==> src/vcu_pkg.sv <==
// Shared constants and types for the virtual serial port link
// Function
// - Target sends on t2c, controller on c2t
// - Target enable gates all link traffic
// - Controller-ready high unless input buffer full
// - Target pauses sending while controller-ready low
// - Target-ready high while target can receive
// - Byte in progress finishes; target takes one more
// - Defaults: 115200 baud, 8N1, flow control off
// - Baud rate selectable from 9600 to 921600
// - Disabled mode: no ready drive, ignore target-ready
// - Rts mode: drive ready, ignore target-ready
// - Cts mode: no ready drive, honour target-ready
// - Rtscts mode: drive ready and honour target-ready
// - Target must drive target-ready when honoured
`default_nettype none
package vcu_pkg;
    localparam int          CLK_HZ     = 25_000_000;
    localparam int          BAUD_DEF   = 115_200;
    localparam int          BAUD_MIN   = 9_600;
    localparam int          BAUD_MAX   = 921_600;
    localparam logic [15:0] DIV_DEF    = 16'(CLK_HZ / BAUD_DEF);
    localparam logic [15:0] DIV_MIN    = 16'(CLK_HZ / BAUD_MAX);
    localparam logic [15:0] DIV_MAX    = 16'(CLK_HZ / BAUD_MIN);
    localparam logic [3:0]  FRAME_BITS = 4'hA;
    localparam int          FIFO_DEPTH = 2;
    // Handshake mode: bit 0 drives controller-ready, bit 1 honours target-ready
    localparam logic [1:0]  HS_DISABLED = 2'h0;
    localparam logic [1:0]  HS_RTS      = 2'h1;
    localparam logic [1:0]  HS_CTS      = 2'h2;
    localparam logic [1:0]  HS_RTSCTS   = 2'h3;
    localparam logic [1:0]  HS_DEF      = HS_DISABLED;
    // Register byte offsets
    localparam logic [3:0]  REG_CFG  = 4'h0;
    localparam logic [3:0]  REG_STAT = 4'h4;
    localparam logic [3:0]  REG_TXD  = 4'h8;
    localparam logic [3:0]  REG_RXD  = 4'hC;
    localparam int          CFG_MODE_LSB = 16;
    typedef enum logic [1:0] {
        LN_IDLE = 2'b01,
        LN_BUSY = 2'b10
    } vcu_ln_t;
endpackage
`default_nettype wire

==> src/vcu_if.sv <==
// Serial link between target and board controller
`timescale 1ns/1ps
`default_nettype none
interface vcu_if;
    logic t2c;
    logic c2t;
    logic c_rdy_o;
    logic c_rdy_oe;
    logic c_rdy;
    logic t_rdy;
    logic link_en;
    // Undriven controller-ready floats high through a pull-up
    assign c_rdy = c_rdy_oe ? c_rdy_o : 1'b1;
    modport ctrl (input t2c, t_rdy, link_en, output c2t, c_rdy_o, c_rdy_oe);
    modport tgt  (input c2t, c_rdy, output t2c, t_rdy, link_en);
endinterface
`default_nettype wire

==> src/vcu_ctrl.sv <==
// Board controller end: Avalon-MM registers, UART and hardware handshake
//
// The Avalon-MM interface to the registers and the address map were chosen for this implementation.
`timescale 1ns/1ps
`default_nettype none
module vcu_ctrl
    import vcu_pkg::*;
(
    // Clock and reset
    input  wire logic        mclk,
    input  wire logic        rst,
    // Serial link
    vcu_if.ctrl              lnk,
    // Avalon-MM slave
    input  wire logic [3:0]  avs_address,
    input  wire logic        avs_read,
    input  wire logic        avs_write,
    input  wire logic [31:0] avs_writedata,
    input  wire logic [3:0]  avs_byteenable,
    output logic [31:0]      avs_readdata,
    output logic             avs_waitrequest
);
    typedef struct packed {
        logic [15:0] div;
        logic [1:0]  mode;
        logic        wrq;
        logic [31:0] rdata;
        logic [7:0]  hold;
        logic        hold_v;
        vcu_ln_t     tst;
        logic [9:0]  tsh;
        logic [3:0]  tbit;
        logic [15:0] tcnt;
        vcu_ln_t     rxst;
        logic [7:0]  rsh;
        logic [3:0]  rbit;
        logic [15:0] rcnt;
        logic        push;
        logic        ovr;
        logic        crdy;
        logic        crdy_oe;
    } vcu_ctrl_st_t;

    localparam vcu_ctrl_st_t RST_ST = '{
        div:     DIV_DEF,
        mode:    HS_DEF,
        wrq:     1'b1,
        rdata:   32'h0,
        hold:    8'h0,
        hold_v:  1'b0,
        tst:     LN_IDLE,
        tsh:     10'h3FF,
        tbit:    4'h0,
        tcnt:    16'h0,
        rxst:    LN_IDLE,
        rsh:     8'h0,
        rbit:    4'h0,
        rcnt:    16'h0,
        push:    1'b0,
        ovr:     1'b0,
        crdy:    1'b0,
        crdy_oe: 1'b0
    };

    vcu_ctrl_st_t s;
    vcu_ctrl_st_t next_s;
    logic         pop;
    logic         req;
    logic         tx_stall;
    logic [15:0]  wdiv;
    logic         f_in_ready;
    logic         f_out_valid;
    logic [7:0]   f_out_data;

    // Bytes from the target wait here until software reads them
    vcu_fifo #(
        .W     (8),
        .DEPTH (FIFO_DEPTH)
    ) u_rxbuf (
        .mclk      (mclk),
        .rst       (rst),
        .in_valid  (s.push),
        .in_data   (s.rsh),
        .in_ready  (f_in_ready),
        .out_valid (f_out_valid),
        .out_data  (f_out_data),
        .out_ready (pop),
        .count     ()
    );

    always_comb begin
        next_s      = s;
        next_s.wrq  = 1'b1;
        next_s.push = 1'b0;
        pop         = 1'b0;
        wdiv        = avs_writedata[15:0];
        req         = (avs_read || avs_write) && s.wrq;
        // A byte written while one is still pending is held off by waitrequest
        tx_stall    = avs_write && (avs_address == REG_TXD) && s.hold_v;

        // Register access, one wait state per request except a TXD write stalled behind a pending byte
        if (req && !tx_stall) begin
            next_s.wrq   = 1'b0;
            next_s.rdata = 32'h0;
            if (avs_address == REG_CFG) begin
                if (avs_read) begin
                    next_s.rdata = {14'h0, s.mode, s.div};
                end
                if (avs_write && (avs_byteenable[1:0] == 2'h3)) begin
                    next_s.div = (wdiv < DIV_MIN) ? DIV_MIN :
                                 (wdiv > DIV_MAX) ? DIV_MAX : wdiv;
                end
                if (avs_write && avs_byteenable[2]) begin
                    next_s.mode = avs_writedata[CFG_MODE_LSB+1:CFG_MODE_LSB];
                end
            end else if (avs_address == REG_STAT) begin
                if (avs_read) begin
                    next_s.rdata = {26'h0, s.ovr, s.crdy, lnk.link_en, lnk.t_rdy,
                                    s.hold_v || (s.tst == LN_BUSY), f_out_valid};
                    next_s.ovr   = 1'b0;
                end
            end else if (avs_address == REG_TXD) begin
                if (avs_write && avs_byteenable[0]) begin
                    next_s.hold   = avs_writedata[7:0];
                    next_s.hold_v = 1'b1;
                end
            end else if (avs_address == REG_RXD) begin
                if (avs_read) begin
                    next_s.rdata = {23'h0, f_out_valid, f_out_data};
                    pop          = f_out_valid;
                end
            end
        end

        // Transmitter toward the target
        case (s.tst)
            LN_IDLE: begin
                // Target-ready only matters when mode bit 1 is set
                if (s.hold_v && lnk.link_en &&
                    (!s.mode[1] || lnk.t_rdy)) begin
                    next_s.tsh    = {1'b1, s.hold, 1'b0};
                    next_s.hold_v = 1'b0;
                    next_s.tbit   = FRAME_BITS - 4'h1;
                    next_s.tcnt   = s.div - 16'h1;
                    next_s.tst    = LN_BUSY;
                end
            end
            LN_BUSY: begin
                // Target-ready is not looked at mid-frame, so a byte always completes
                if (s.tcnt != 16'h0) begin
                    next_s.tcnt = s.tcnt - 16'h1;
                end else if (s.tbit == 4'h0) begin
                    next_s.tst = LN_IDLE;
                end else begin
                    next_s.tsh  = {1'b1, s.tsh[9:1]};
                    next_s.tbit = s.tbit - 4'h1;
                    next_s.tcnt = s.div - 16'h1;
                end
            end
            default: begin
                next_s.tst = LN_IDLE;
            end
        endcase

        // Receiver from the target, sampling at mid-bit
        case (s.rxst)
            LN_IDLE: begin
                if (lnk.link_en && !lnk.t2c) begin
                    next_s.rxst = LN_BUSY;
                    next_s.rcnt = {1'b0, s.div[15:1]};
                    next_s.rbit = 4'h0;
                end
            end
            LN_BUSY: begin
                if (s.rcnt != 16'h0) begin
                    next_s.rcnt = s.rcnt - 16'h1;
                end else begin
                    next_s.rcnt = s.div - 16'h1;
                    next_s.rbit = s.rbit + 4'h1;
                    if (s.rbit == 4'h0) begin
                        // A start bit gone high again was a glitch
                        if (lnk.t2c) begin
                            next_s.rxst = LN_IDLE;
                        end
                    end else if (s.rbit != FRAME_BITS - 4'h1) begin
                        next_s.rsh = {lnk.t2c, s.rsh[7:1]};
                    end else begin
                        next_s.rxst = LN_IDLE;
                        // Bad stop bit drops the byte; a full buffer drops it too
                        if (lnk.t2c) begin
                            next_s.push = 1'b1;
                            if (!f_in_ready) begin
                                next_s.ovr = 1'b1;
                            end
                        end
                    end
                end
            end
            default: begin
                next_s.rxst = LN_IDLE;
            end
        endcase

        // Flow output, driven only in the rts and rtscts modes
        next_s.crdy    = f_in_ready;
        next_s.crdy_oe = s.mode[0];
    end

    always_ff @(posedge mclk) begin
        if (rst) begin
            s <= RST_ST;
        end else begin
            s <= next_s;
        end
    end

    assign lnk.c2t         = s.tsh[0];
    assign lnk.c_rdy_o     = s.crdy;
    assign lnk.c_rdy_oe    = s.crdy_oe;
    assign avs_readdata    = s.rdata;
    assign avs_waitrequest = s.wrq;
endmodule
`default_nettype wire

==> src/vcu_fifo.sv <==
// Small valid/ready buffer for received bytes
`timescale 1ns/1ps
`default_nettype none
module vcu_fifo
    import vcu_pkg::*;
#(
    parameter int W     = 8,
    parameter int DEPTH = FIFO_DEPTH
) (
    // Clock and reset
    input  wire logic                       mclk,
    input  wire logic                       rst,
    // Fill side
    input  wire logic                       in_valid,
    input  wire logic [W-1:0]               in_data,
    output logic                            in_ready,
    // Drain side
    output logic                            out_valid,
    output logic [W-1:0]                    out_data,
    input  wire logic                       out_ready,
    // Fill level
    output logic [$clog2(DEPTH+1)-1:0]      count
);
    localparam int AW = (DEPTH > 1) ? $clog2(DEPTH) : 1;
    localparam int CW = $clog2(DEPTH + 1);
    typedef struct packed {
        logic [DEPTH-1:0][W-1:0] mem;
        logic [AW-1:0]           wp;
        logic [AW-1:0]           rp;
        logic [CW-1:0]           cnt;
    } vcu_fifo_st_t;
    vcu_fifo_st_t s;
    vcu_fifo_st_t next_s;
    logic         push;
    logic         pop;
    assign in_ready  = s.cnt != CW'(DEPTH);
    assign out_valid = s.cnt != '0;
    assign out_data  = s.mem[s.rp];
    assign count     = s.cnt;
    assign push      = in_valid && in_ready;
    assign pop       = out_valid && out_ready;
    always_comb begin
        next_s = s;
        if (push) begin
            next_s.mem[s.wp] = in_data;
            next_s.wp = (s.wp == AW'(DEPTH - 1)) ? '0 : s.wp + 1'b1;
        end
        if (pop) begin
            next_s.rp = (s.rp == AW'(DEPTH - 1)) ? '0 : s.rp + 1'b1;
        end
        next_s.cnt = s.cnt + CW'(push) - CW'(pop);
    end
    always_ff @(posedge mclk) begin
        if (rst) begin
            s <= '0;
        end else begin
            s <= next_s;
        end
    end
endmodule
`default_nettype wire

==> src/flat_wrapper.sv <==
// flat-port wrapper written by rule: the top's interface ports become plain ports
module vcu_ctrl_flat import vcu_pkg::*;
  (mclk, rst, avs_address, avs_read, avs_write, avs_writedata, avs_byteenable, avs_readdata, avs_waitrequest, lnk_t2c, lnk_t_rdy, lnk_link_en, lnk_c2t, lnk_c_rdy_o, lnk_c_rdy_oe);
  vcu_if lnk_i ();
  input  wire logic mclk;
  input  wire logic rst;
  input  wire logic [3:0] avs_address;
  input  wire logic avs_read;
  input  wire logic avs_write;
  input  wire logic [31:0] avs_writedata;
  input  wire logic [3:0] avs_byteenable;
  output logic [31:0] avs_readdata;
  output logic avs_waitrequest;
  input wire logic [$bits(lnk_i.t2c)-1:0] lnk_t2c;
  input wire logic [$bits(lnk_i.t_rdy)-1:0] lnk_t_rdy;
  input wire logic [$bits(lnk_i.link_en)-1:0] lnk_link_en;
  output wire logic [$bits(lnk_i.c2t)-1:0] lnk_c2t;
  output wire logic [$bits(lnk_i.c_rdy_o)-1:0] lnk_c_rdy_o;
  output wire logic [$bits(lnk_i.c_rdy_oe)-1:0] lnk_c_rdy_oe;
  assign lnk_i.t2c = lnk_t2c;
  assign lnk_i.t_rdy = lnk_t_rdy;
  assign lnk_i.link_en = lnk_link_en;
  assign lnk_c2t = lnk_i.c2t;
  assign lnk_c_rdy_o = lnk_i.c_rdy_o;
  assign lnk_c_rdy_oe = lnk_i.c_rdy_oe;
  vcu_ctrl u_core (.mclk(mclk), .rst(rst), .lnk(lnk_i), .avs_address(avs_address), .avs_read(avs_read), .avs_write(avs_write), .avs_writedata(avs_writedata), .avs_byteenable(avs_byteenable), .avs_readdata(avs_readdata), .avs_waitrequest(avs_waitrequest));
endmodule
==> config.mk <==
export PLATFORM = sky130hd
export DESIGN_NAME = vcu_ctrl_flat
export DESIGN_NICKNAME = d
export VERILOG_FILES = /design/src/vcu_pkg.sv /design/src/vcu_if.sv /design/src/vcu_ctrl.sv /design/src/vcu_fifo.sv /design/src/flat_wrapper.sv
export SDC_FILE = /design/constraint.sdc
export NUM_CORES = 1
export LEC_CHECK = 0
export BUFFER_PORTS_ARGS = -buffer_cell sky130_fd_sc_hd__buf_4
export CORE_MARGIN = 3
export CORE_UTILIZATION = 53
export CTS_CLUSTER_SIZE = 20
export DETAILED_ROUTE_END_ITERATION = 16
export PLACE_DENSITY = 0.85
export RECOVER_POWER = 100
export SETUP_SLACK_MARGIN = 0.5
export SYNTH_ARGS = -nofsm -noshare
export SYNTH_HDL_FRONTEND = slang
export SYNTH_SLANG_ARGS = --single-unit
==> constraint.sdc <==
create_clock -name mclk -period 2.85 [get_ports mclk]
set_input_delay 0.855 -clock mclk [delete_from_list [all_inputs] [get_ports mclk]]
set_output_delay 0.855 -clock mclk [all_outputs]
set_load 0.1 [all_outputs]
==> metrics.cfg, run 1 <==
[clock_network]
cts.htree.levels=4
clk_path_buf_depth=2
numCtsBuffers=17
clkTransAtPathRegs_ps=60
cts-root-buf=clkbuf_16
clock_latency_ps=430
cts.sinks=132
cts_hold_buf=0
cts_tree=done

[global_route]
grt_pass1_wl_mm=31.1
antenna_found_initial=0
grt.overflow.total=0
grt.total_usage=0.261
grt_max_degree=63
grt_pass1_vias=6356

[power]
leakagePower_nw=3.07
ir_worst_vdd_mv=0.422
power.total_w=0.00490
power.density_mw_per_mm2=604

[final_layout]
fin_nets=976
syn2layout_area_growth_pct=13.5
post-route-util=0.628
seq_area_mm2=0.00264
multi_input_area_mm2=0.00403
antenna_cells=0
layout-drive-gt1-share=0.123
fill_cells=1134
instances_no_fill=1098

[sta]
rsz0062_at_grt=true
slew_viol_final=0
final.min_clock_period_ps=2570
fin_hold_ws_ps=458
setup_tns_ps=0
tightestPinTransition_ps=1220
fmax_mhz=389
setup_viol=0
max_slew_margin=0.193
post-route-period-util=0.901
skew_ps=9.26
hold_viol_final=0

[critical_path]
worstSetupStartpointType=primary input
cp_top_family=simple AND/OR/NAND/NOR gates
cpPeakStageDelay_ps=550
path_class=in -> reg
worstPathRequired_ps=3160
crit_arrival_ps=2880
slowest_stage=or4b_1
crit_path_max_fanout=2
path_cells=clkbuf_1 > or4b_1 > o221ai_1 > nor3_4 > ha_1 > inv_1 > ha_2 > xor2_2 > xnor2_1 > nor2_1
cp-end-kind=flip-flop
crit_buf_inv=2

[flow_run]
drv_cap=0

[route]
drtAntennaViolNets=0
first_iter_violations=628
drc_errors=0
viasPerCell=6.30
firstDrtPassIters=6
wl_per_cell_um=17.6
drt_wl_total_mm=19.3
vias=6919

[die]
rows=41
die_h_um=122
dieArea_mm2=0.0149
io_pins=83
coreArea_mm2=0.0129
fp.dieW_um=122
initial_core_util=0.553

[synthesis]
syn-cell-area_mm2=0.00715
synth-edff-count=0
syn_inst=882
ys_async_sr_fraction=0
synth-seq-cells=132
synth.avg_cell_area_um2=8.11
ys_types=69
synth-seq-area-share=0.369
yosysWarningCount=0
synth_top_flop_cell=dfxtp_1

[placement]
io_buffers=53
dp_hpwl_mm=13.3
gp_congestion=0.935
dp.cells=1063

[worst_hold_path]
min_path_type=reg -> reg

[outcome]
outcome=complete, no violations

-- layout by cell type, fill, tap and decap left out, drive strengths merged, types with 12 or more instances in the layout --
cell	synthesis	final
nor2	83	83
o21ai	41	41
inv	30	37
nand2	84	84
xnor2	15	15
a211oi	26	26
dfxtp	132	132
a21oi	59	59
a32o	12	12
mux2i	31	31
ha	16	16
nand3	33	33
buf	36	55
conb	1	14
clkbuf	56	54
nor3	40	40
-- power breakdown --
| group | switching [W] | internal (W) |
|---|---|---|
| clock | 0.000911 | 0.00115 |
| combinational | 0.000614 | 0.000280 |
| sequential | 0.0000517 | 0.00189 |
| total | 0.00158 | 0.00333 |
-- cell type report --
class | count | share of cell area
Clock buffer | 18 | 0.0541
Timing Repair Buffer | 91 | 0.0698
Clock inverter | 14 | 0.0143
Inverter | 30 | 0.0139
Sequential cell | 132 | 0.325
Multi-Input combinational cell | 641 | 0.496
Tap cell | 172 | 0.0265
-- worst register-to-register path: stages, from the launching register on --
cell and delay [ps]:
dfxtp_1 370, or4_4 580, nor3_1 230, clkbuf_1 270
nand3_1 160, or4_1 640, o21ai_1 200
-- through the flow --
stage / setup WS, ps / instance area [µm²]
floorplan: 285 / 7260
global placement: 111 / 7670
detailed placement: 59.9 / 7670
CTS: 500 / 8230
global route: 223 / 8120
finish: 282 / 8120
-- sequential cells by signal (all words and copies together), names as in the netlist --
name,cells
u_core.avs_readdata,18
u_core.avs_waitrequest,1
u_core.lnk.c2t,1
u_core.lnk.c_rdy_o,1
u_core.lnk.c_rdy_oe,1
u_core.next_s,1
u_core.s,89
u_core.u_rxbuf.count,2
u_core.u_rxbuf.s,18
-- layer usage --
metal | global-route usage | up-vias | part of all wire
li1 | - | 3243 | -
met1 | 0.338 | 3257 | 0.42
met2 | 0.425 | 374 | 0.47
met3 | 0.0543 | 45 | 0.090
met5 | 0 | - | 0
met4 | 0.105 | 0 | 0.025
-- path summary, 6_finish.rpt --
path / startpoint / to / slack, ps / cells after the start
min reg2reg: u_core.u_rxbuf.s[6] / u_core.u_rxbuf.s[6] / 460 / 2
max reg2reg: u_core.s[14] / u_core.s[2] / 330 / 6
min: u_core.u_rxbuf.s[6] / u_core.u_rxbuf.s[6] / 460 / 2
max: avs_address[2] / u_core.u_rxbuf.count[1] / 280 / 10
-- what timing repair did --
item | CTS | global route
setup endpoints to repair | 16 | 43
pin swaps | 0 | 8
endpoints found under the hold margin | 0 | 0
resized for setup | 3 | 19
setup buffers | 0 | 3
-- synthesized netlist by cell type (6+ instances only) --
master | number | area share
ha_1 | 16 | 0.028
dfxtp_1 | 132 | 0.37
or4_1 | 7 | 0.0073
o32ai_1 | 8 | 0.0098
a21oi_1 | 59 | 0.041
a32o_1 | 12 | 0.017
a221oi_1 | 7 | 0.0086
nand2_1 | 84 | 0.044
buf_4 | 32 | 0.034
clkbuf_1 | 56 | 0.029
a211oi_1 | 26 | 0.027
a31oi_1 | 7 | 0.0061
inv_1 | 30 | 0.016
nor3_1 | 40 | 0.028
nor2_1 | 83 | 0.044
a22oi_1 | 10 | 0.010
or3_1 | 10 | 0.0087
nand3_1 | 33 | 0.023
nand4_1 | 6 | 0.0052
and3_1 | 11 | 0.0096
mux2i_1 | 31 | 0.043
nor2b_1 | 9 | 0.0079
o21ai_0 | 41 | 0.029
nor4_1 | 9 | 0.0079
a211o_1 | 11 | 0.013
xnor2_1 | 15 | 0.018
-- cell families after synthesis --
logic type               Yosys count  synth area share
AND/OR/NAND/NOR                  326             0.225
AO/OA/AOI/OAI                    235             0.228
flip-flops                       132             0.369
buffers and inverters            122            0.0824
multiplexers                      31            0.0434
XOR/XNOR                          19            0.0233
adder cells (fa/ha/maj)           16            0.0280
other                              1          0.000524
Note: power is estimated with default switching activity, not from simulation.
==> run 2: changes to the inputs <==
==> constraint.sdc (replaced) <==
create_clock -name mclk -period 2.85 [get_ports mclk]
set_input_delay 0.285 -clock mclk [delete_from_list [all_inputs] [get_ports mclk]]
set_output_delay 0.285 -clock mclk [all_outputs]
set_load 0.1 [all_outputs]
==> metrics.cfg, run 2 (synthesis results as in run 1) <==
[sta]
setup_slack_ps=354  ; +71.8 ps
tightestPinTransition_ps=1400  ; +184 ps
slew_viol_final=0  ; unchanged
fmax_mhz=401  ; +2.9%
setup_viol=0  ; unchanged
skew_ps=10.0  ; +0.760 ps
rsz0062_at_grt=true
post-route-period-util=0.876  ; -0.0252
max_slew_margin=0.0669  ; -0.126
final.min_clock_period_ps=2500  ; -71.8 ps
setup_tns_ps=0  ; unchanged
hold_viol_final=0  ; unchanged

[clock_network]
cts.sinks=132  ; unchanged
clkTransAtPathRegs_ps=60  ; about the same
cts_tree=done
cts-root-buf=clkbuf_16
clk_path_buf_depth=2  ; unchanged
numCtsBuffers=17  ; unchanged
cts.htree.levels=4  ; unchanged
clock_latency_ps=430  ; about the same

[global_route]
grt_pass1_wl_mm=30.4  ; -2.2%
antenna_found_initial=0  ; unchanged
grt.overflow.total=0  ; unchanged
grt.total_usage=0.255  ; -0.00570
grt_pass1_vias=6134  ; -3.5%
grt_max_degree=71  ; +13%

[placement]
gp_congestion=0.972  ; +4.0%
io_buffers=53  ; unchanged
place_area_mm2=0.00755  ; -1.5%
dp.cells=1055  ; -0.75%
place_ws_ps=382  ; +322 ps
dp_hpwl_mm=13.0  ; -2.1%

[route]
wl_per_cell_um=17.4  ; -1.2%
drc_errors=0  ; unchanged
firstDrtPassIters=5  ; -1
viasPerCell=6.31  ; +0.13%
drt_wl_total_mm=18.9  ; -1.8%
first_iter_violations=626  ; -0.32%
drtAntennaViolNets=0  ; unchanged
vias=6884  ; -0.51%

[final_layout]
layout-drive-gt1-share=0.126  ; +0.00311
largest_reg_flops=89  ; unchanged
instances_no_fill=1091  ; -0.64%
fin_nets=970  ; -0.61%
syn2layout_area_growth_pct=13.1
largest_register=u_core.s
layout_commonest_cell=dfxtp_1
final_cell_mix=dfxtp_1 (130), nand2_1 (84), nor2_1 (82)
fin_area_mm2=0.00809  ; -0.34%
antenna_cells=0  ; unchanged

[die]
rows=41  ; unchanged
dieArea_mm2=0.0149  ; unchanged
fp.dieW_um=122  ; unchanged
io_pins=83  ; unchanged
initial_core_util=0.553  ; unchanged
die_h_um=122  ; unchanged
coreArea_mm2=0.0129  ; unchanged

[power]
power.density_mw_per_mm2=619  ; +2.5%
leakagePower_nw=3.07  ; +0.17%
ir_worst_vdd_mv=0.476  ; +13%

[critical_path]
path_cells=or4_1 > or3_1 > clkbuf_1 > o311ai_1 > o31ai_1 > a2111oi_0
crit_arrival_ps=2790  ; -90 ps
cpPeakStageDelay_ps=550  ; about the same
path_class=reg -> reg
cp-end-kind=flip-flop
worstPathRequired_ps=3150  ; about the same
worstSetupStartpointType=flip-flop
slowest_stage=or4_1
crit_path_max_fanout=8  ; +6

[flow_run]
drv_cap=0  ; unchanged

[outcome]
outcome=complete, no violations

[worst_hold_path]
min_path_type=in -> reg

run 2: cell count changes in the layout (fill, tap and decap cells not counted), moves of 3 or more:
cell and delta:
clkinv_4 +5, inv_6 -3, clkinvlp_4 -5, nor4_2 +3, clkbuf_1 -6
run 2: final timing paths:
check	startpoint	endpoint	slack [ps]	cells after the start
setup / recovery	u_core.s[15]	u_core.s[4]	350	6
hold / removal	avs_writedata[16]	u_core.next_s[0]	90	3
setup reg to reg	u_core.s[15]	u_core.s[4]	350	6
hold reg to reg	u_core.avs_readdata[17]	u_core.avs_readdata[17]	460	2
run 2: through the flow:
step                hold slack, ps  total power [W]  utilization
floorplan                      421          0.00265            -
global placement               441          0.00285        0.584
detailed placement             447          0.00286        0.584
CTS                           86.9          0.00500        0.630
global route                   119          0.00518        0.626
finish                        90.7          0.00501        0.626
run 2: layout make-up:
type	count	area (µm²)
flip-flops and latches	132	2650
clock inverters	14	155
fillers	1094	4830
inverters	30	113
well taps	172	215
repair buffers	85	526
clock buffers	17	425
multi-input cells	641	4020
run 2: routing by layer:
metal,track usage,routed length [µm]
met4,0.0952,479
met2,0.404,8900
met3,0.0548,1880
met5,0,0
met1,0.342,7670
run 2: power by group:
group          internal, W  leakage [nW]  switching (W)
registers          0.00189          1.07      0.0000491
logic             0.000296          1.72       0.000623
clock network      0.00129         0.285       0.000859
run 2: critical path, delay by kind of cell, from the launching register on:
family / cells / cell delay, ps
compound gates: 3 / 790
buf+inv: 1 / 240
flops: 1 / 340
simple gates: 2 / 1000
run 2: timing repair:
action	in CTS	in global routing
gates resized for setup	3	16
hold buffers	0	0
pin swaps	1	4
endpoints found under the setup margin	32	47
buffers inserted	0	5
==> run 3: changes to the inputs <==
- REMOVE_ABC_BUFFERS: default -> 1
==> metrics.cfg, run 3 (synthesis results as in run 1) <==
[route]
viasPerCell=6.38  ; +1.2%
drt_wl_total_mm=20.0  ; +5.5%
vias=7016  ; +1.9%
firstDrtPassIters=6  ; +1
drc_errors=0  ; unchanged
wl_per_cell_um=18.2  ; +4.8%
first_iter_violations=674  ; +7.7%
drtAntennaViolNets=0  ; unchanged

[final_layout]
largest_register=u_core.s
instances_no_fill=1099  ; +0.73%
layout_commonest_cell=dfxtp_1
antenna_cells=0  ; unchanged
fin_area_mm2=0.00817  ; +0.91%
final_cell_mix=dfxtp_1 (131), nand2_1 (83), nor2_1 (83)
layout-drive-gt1-share=0.132  ; +0.00538
fin_nets=977  ; +0.72%
fill_cells=1085  ; -0.82%
syn2layout_area_growth_pct=14.2
largest_reg_flops=89  ; unchanged

[die]
io_pins=83  ; unchanged
coreArea_mm2=0.0129  ; unchanged
rows=41  ; unchanged
die_h_um=122  ; unchanged
dieArea_mm2=0.0149  ; unchanged
fp.dieW_um=122  ; unchanged
initial_core_util=0.553  ; unchanged

[power]
ir_worst_vdd_mv=0.466  ; -2.2%
p_int_w=0.00352  ; +1.0%
p_sw_frac=0.310  ; +0.00435
combPwrFrac=0.186  ; +0.003
switchingPower_w=0.00158  ; +3.1%
clkPwrFrac=0.432  ; +0.003
leakagePower_nw=3.09  ; +0.55%
p_seq_frac=0.381  ; -0.006
power.density_mw_per_mm2=624  ; +0.74%

[sta]
final.min_clock_period_ps=2500  ; +8.89 ps
post-route-period-util=0.879  ; +0.00312
fmax_mhz=399  ; -0.35%
slew_viol_final=45  ; +45
tightestPinTransition_ps=1970  ; +570 ps
setup_viol=0  ; unchanged
hold_viol_final=0  ; unchanged
max_slew_margin=-0.313  ; -0.380
skew_ps=6.67  ; -3.35 ps
rsz0062_at_grt=true

[clock_network]
clk_path_buf_depth=2  ; unchanged
cts.htree.levels=4  ; unchanged
numCtsBuffers=17  ; unchanged
cts-root-buf=clkbuf_16
clock_latency_ps=430  ; about the same
clkTransAtPathRegs_ps=60  ; about the same
cts_tree=done
cts.sinks=132  ; unchanged

[critical_path]
crit_path_max_fanout=8  ; unchanged
slowest_stage=or4_4
cp-end-kind=flip-flop
path_class=reg -> reg
crit_arrival_ps=2740  ; -50 ps
path_cells=or4_4 > or3_1 > or4_4 > mux2i_1 > nor2_1
worstSetupStartpointType=flip-flop
cpPeakStageDelay_ps=640  ; +90 ps
worstPathRequired_ps=3080  ; -70 ps
crit_path_frequent_cell=or4_4

[placement]
io_buffers=53  ; unchanged
place_area_mm2=0.00757  ; +0.28%
dp.cells=1058  ; +0.28%
dp_hpwl_mm=13.2  ; +1.4%
gp_congestion=0.931  ; -4.2%

[global_route]
grt_max_degree=45  ; -37%
grt.overflow.total=0  ; unchanged
grt.total_usage=0.264  ; +0.00876
antenna_found_initial=0  ; unchanged
grt_pass1_wl_mm=31.5  ; +3.6%
grt_pass1_vias=6393  ; +4.2%

[outcome]
failed_checks=max-capacitance violations, max-slew violations
outcome=finished, violations left

[worst_hold_path]
min_path_type=in -> reg

[flow_run]
drv_cap=1  ; +1

## run 3: what timing repair did
item	4_1_cts	5_1_grt
buffers inserted	2	7
pin swaps	2	4
endpoints found under the setup margin	32	42
gates resized for setup	5	16
hold buffers	0	0
## run 3: through the flow
step / hold WS, ps / TNS, ps / setup slack, ps / total power, W / util
finish: 103 / 0 / 345 / 0.00509 / 0.632
floorplan: 354 / -897 / -495 / 0.00257 / -
detailed placement: 446 / 0 / 299 / 0.00287 / 0.586
CTS: 92.0 / 0 / 505 / 0.00505 / 0.633
global placement: 442 / 0 / 338 / 0.00286 / 0.586
global route: 93.0 / 0 / 250 / 0.00525 / 0.632
## run 3: path summary, 6_finish.rpt
kind	startpoint	end	slack, ps	cells after the start
worst max-delay path	u_core.s[17]	u_core.s[27]	350	5
worst min-delay path	avs_writedata[16]	u_core.next_s[0]	100	3
worst max register to register	u_core.s[17]	u_core.s[27]	350	5
worst min register to register	u_core.u_rxbuf.s[5]	u_core.u_rxbuf.s[5]	460	2
## run 3: critical path: cells and delay by family, from the launching register on
family	cells	cell delay, ps
AND/OR/NAND/NOR	4	1780
flip-flops	1	330
multiplexers	1	200
## run 3: power by group through the flow
stage               sequential [W]  combinational (W)  clock (W)
floorplan                  0.00205           0.000522          0
global placement           0.00198           0.000881          0
detailed placement         0.00198           0.000890          0
CTS                        0.00194           0.000905    0.00221
global route               0.00195            0.00101    0.00229
finish                     0.00194           0.000949    0.00220
## run 3: cell type report
| cell class | instances | area [µm²] | area share |
|---|---|---|---|
| tap | 172 | 215 | 0.0263 |
| inverter | 30 | 113 | 0.0138 |
| clock inverter | 12 | 141 | 0.0173 |
| clock buffer | 20 | 447 | 0.0547 |
| timing repair buffer | 92 | 571 | 0.0699 |
| multi-input combinational | 641 | 4040 | 0.494 |
| sequential | 132 | 2640 | 0.324 |
## run 3: metal layers
| layer | wire length (µm) | GRT usage |
|---|---|---|
| met2 | 9160 | 0.417 |
| met4 | 604 | 0.112 |
| met5 | 0 | 0 |
| met1 | 8530 | 0.351 |
| met3 | 1700 | 0.0525 |
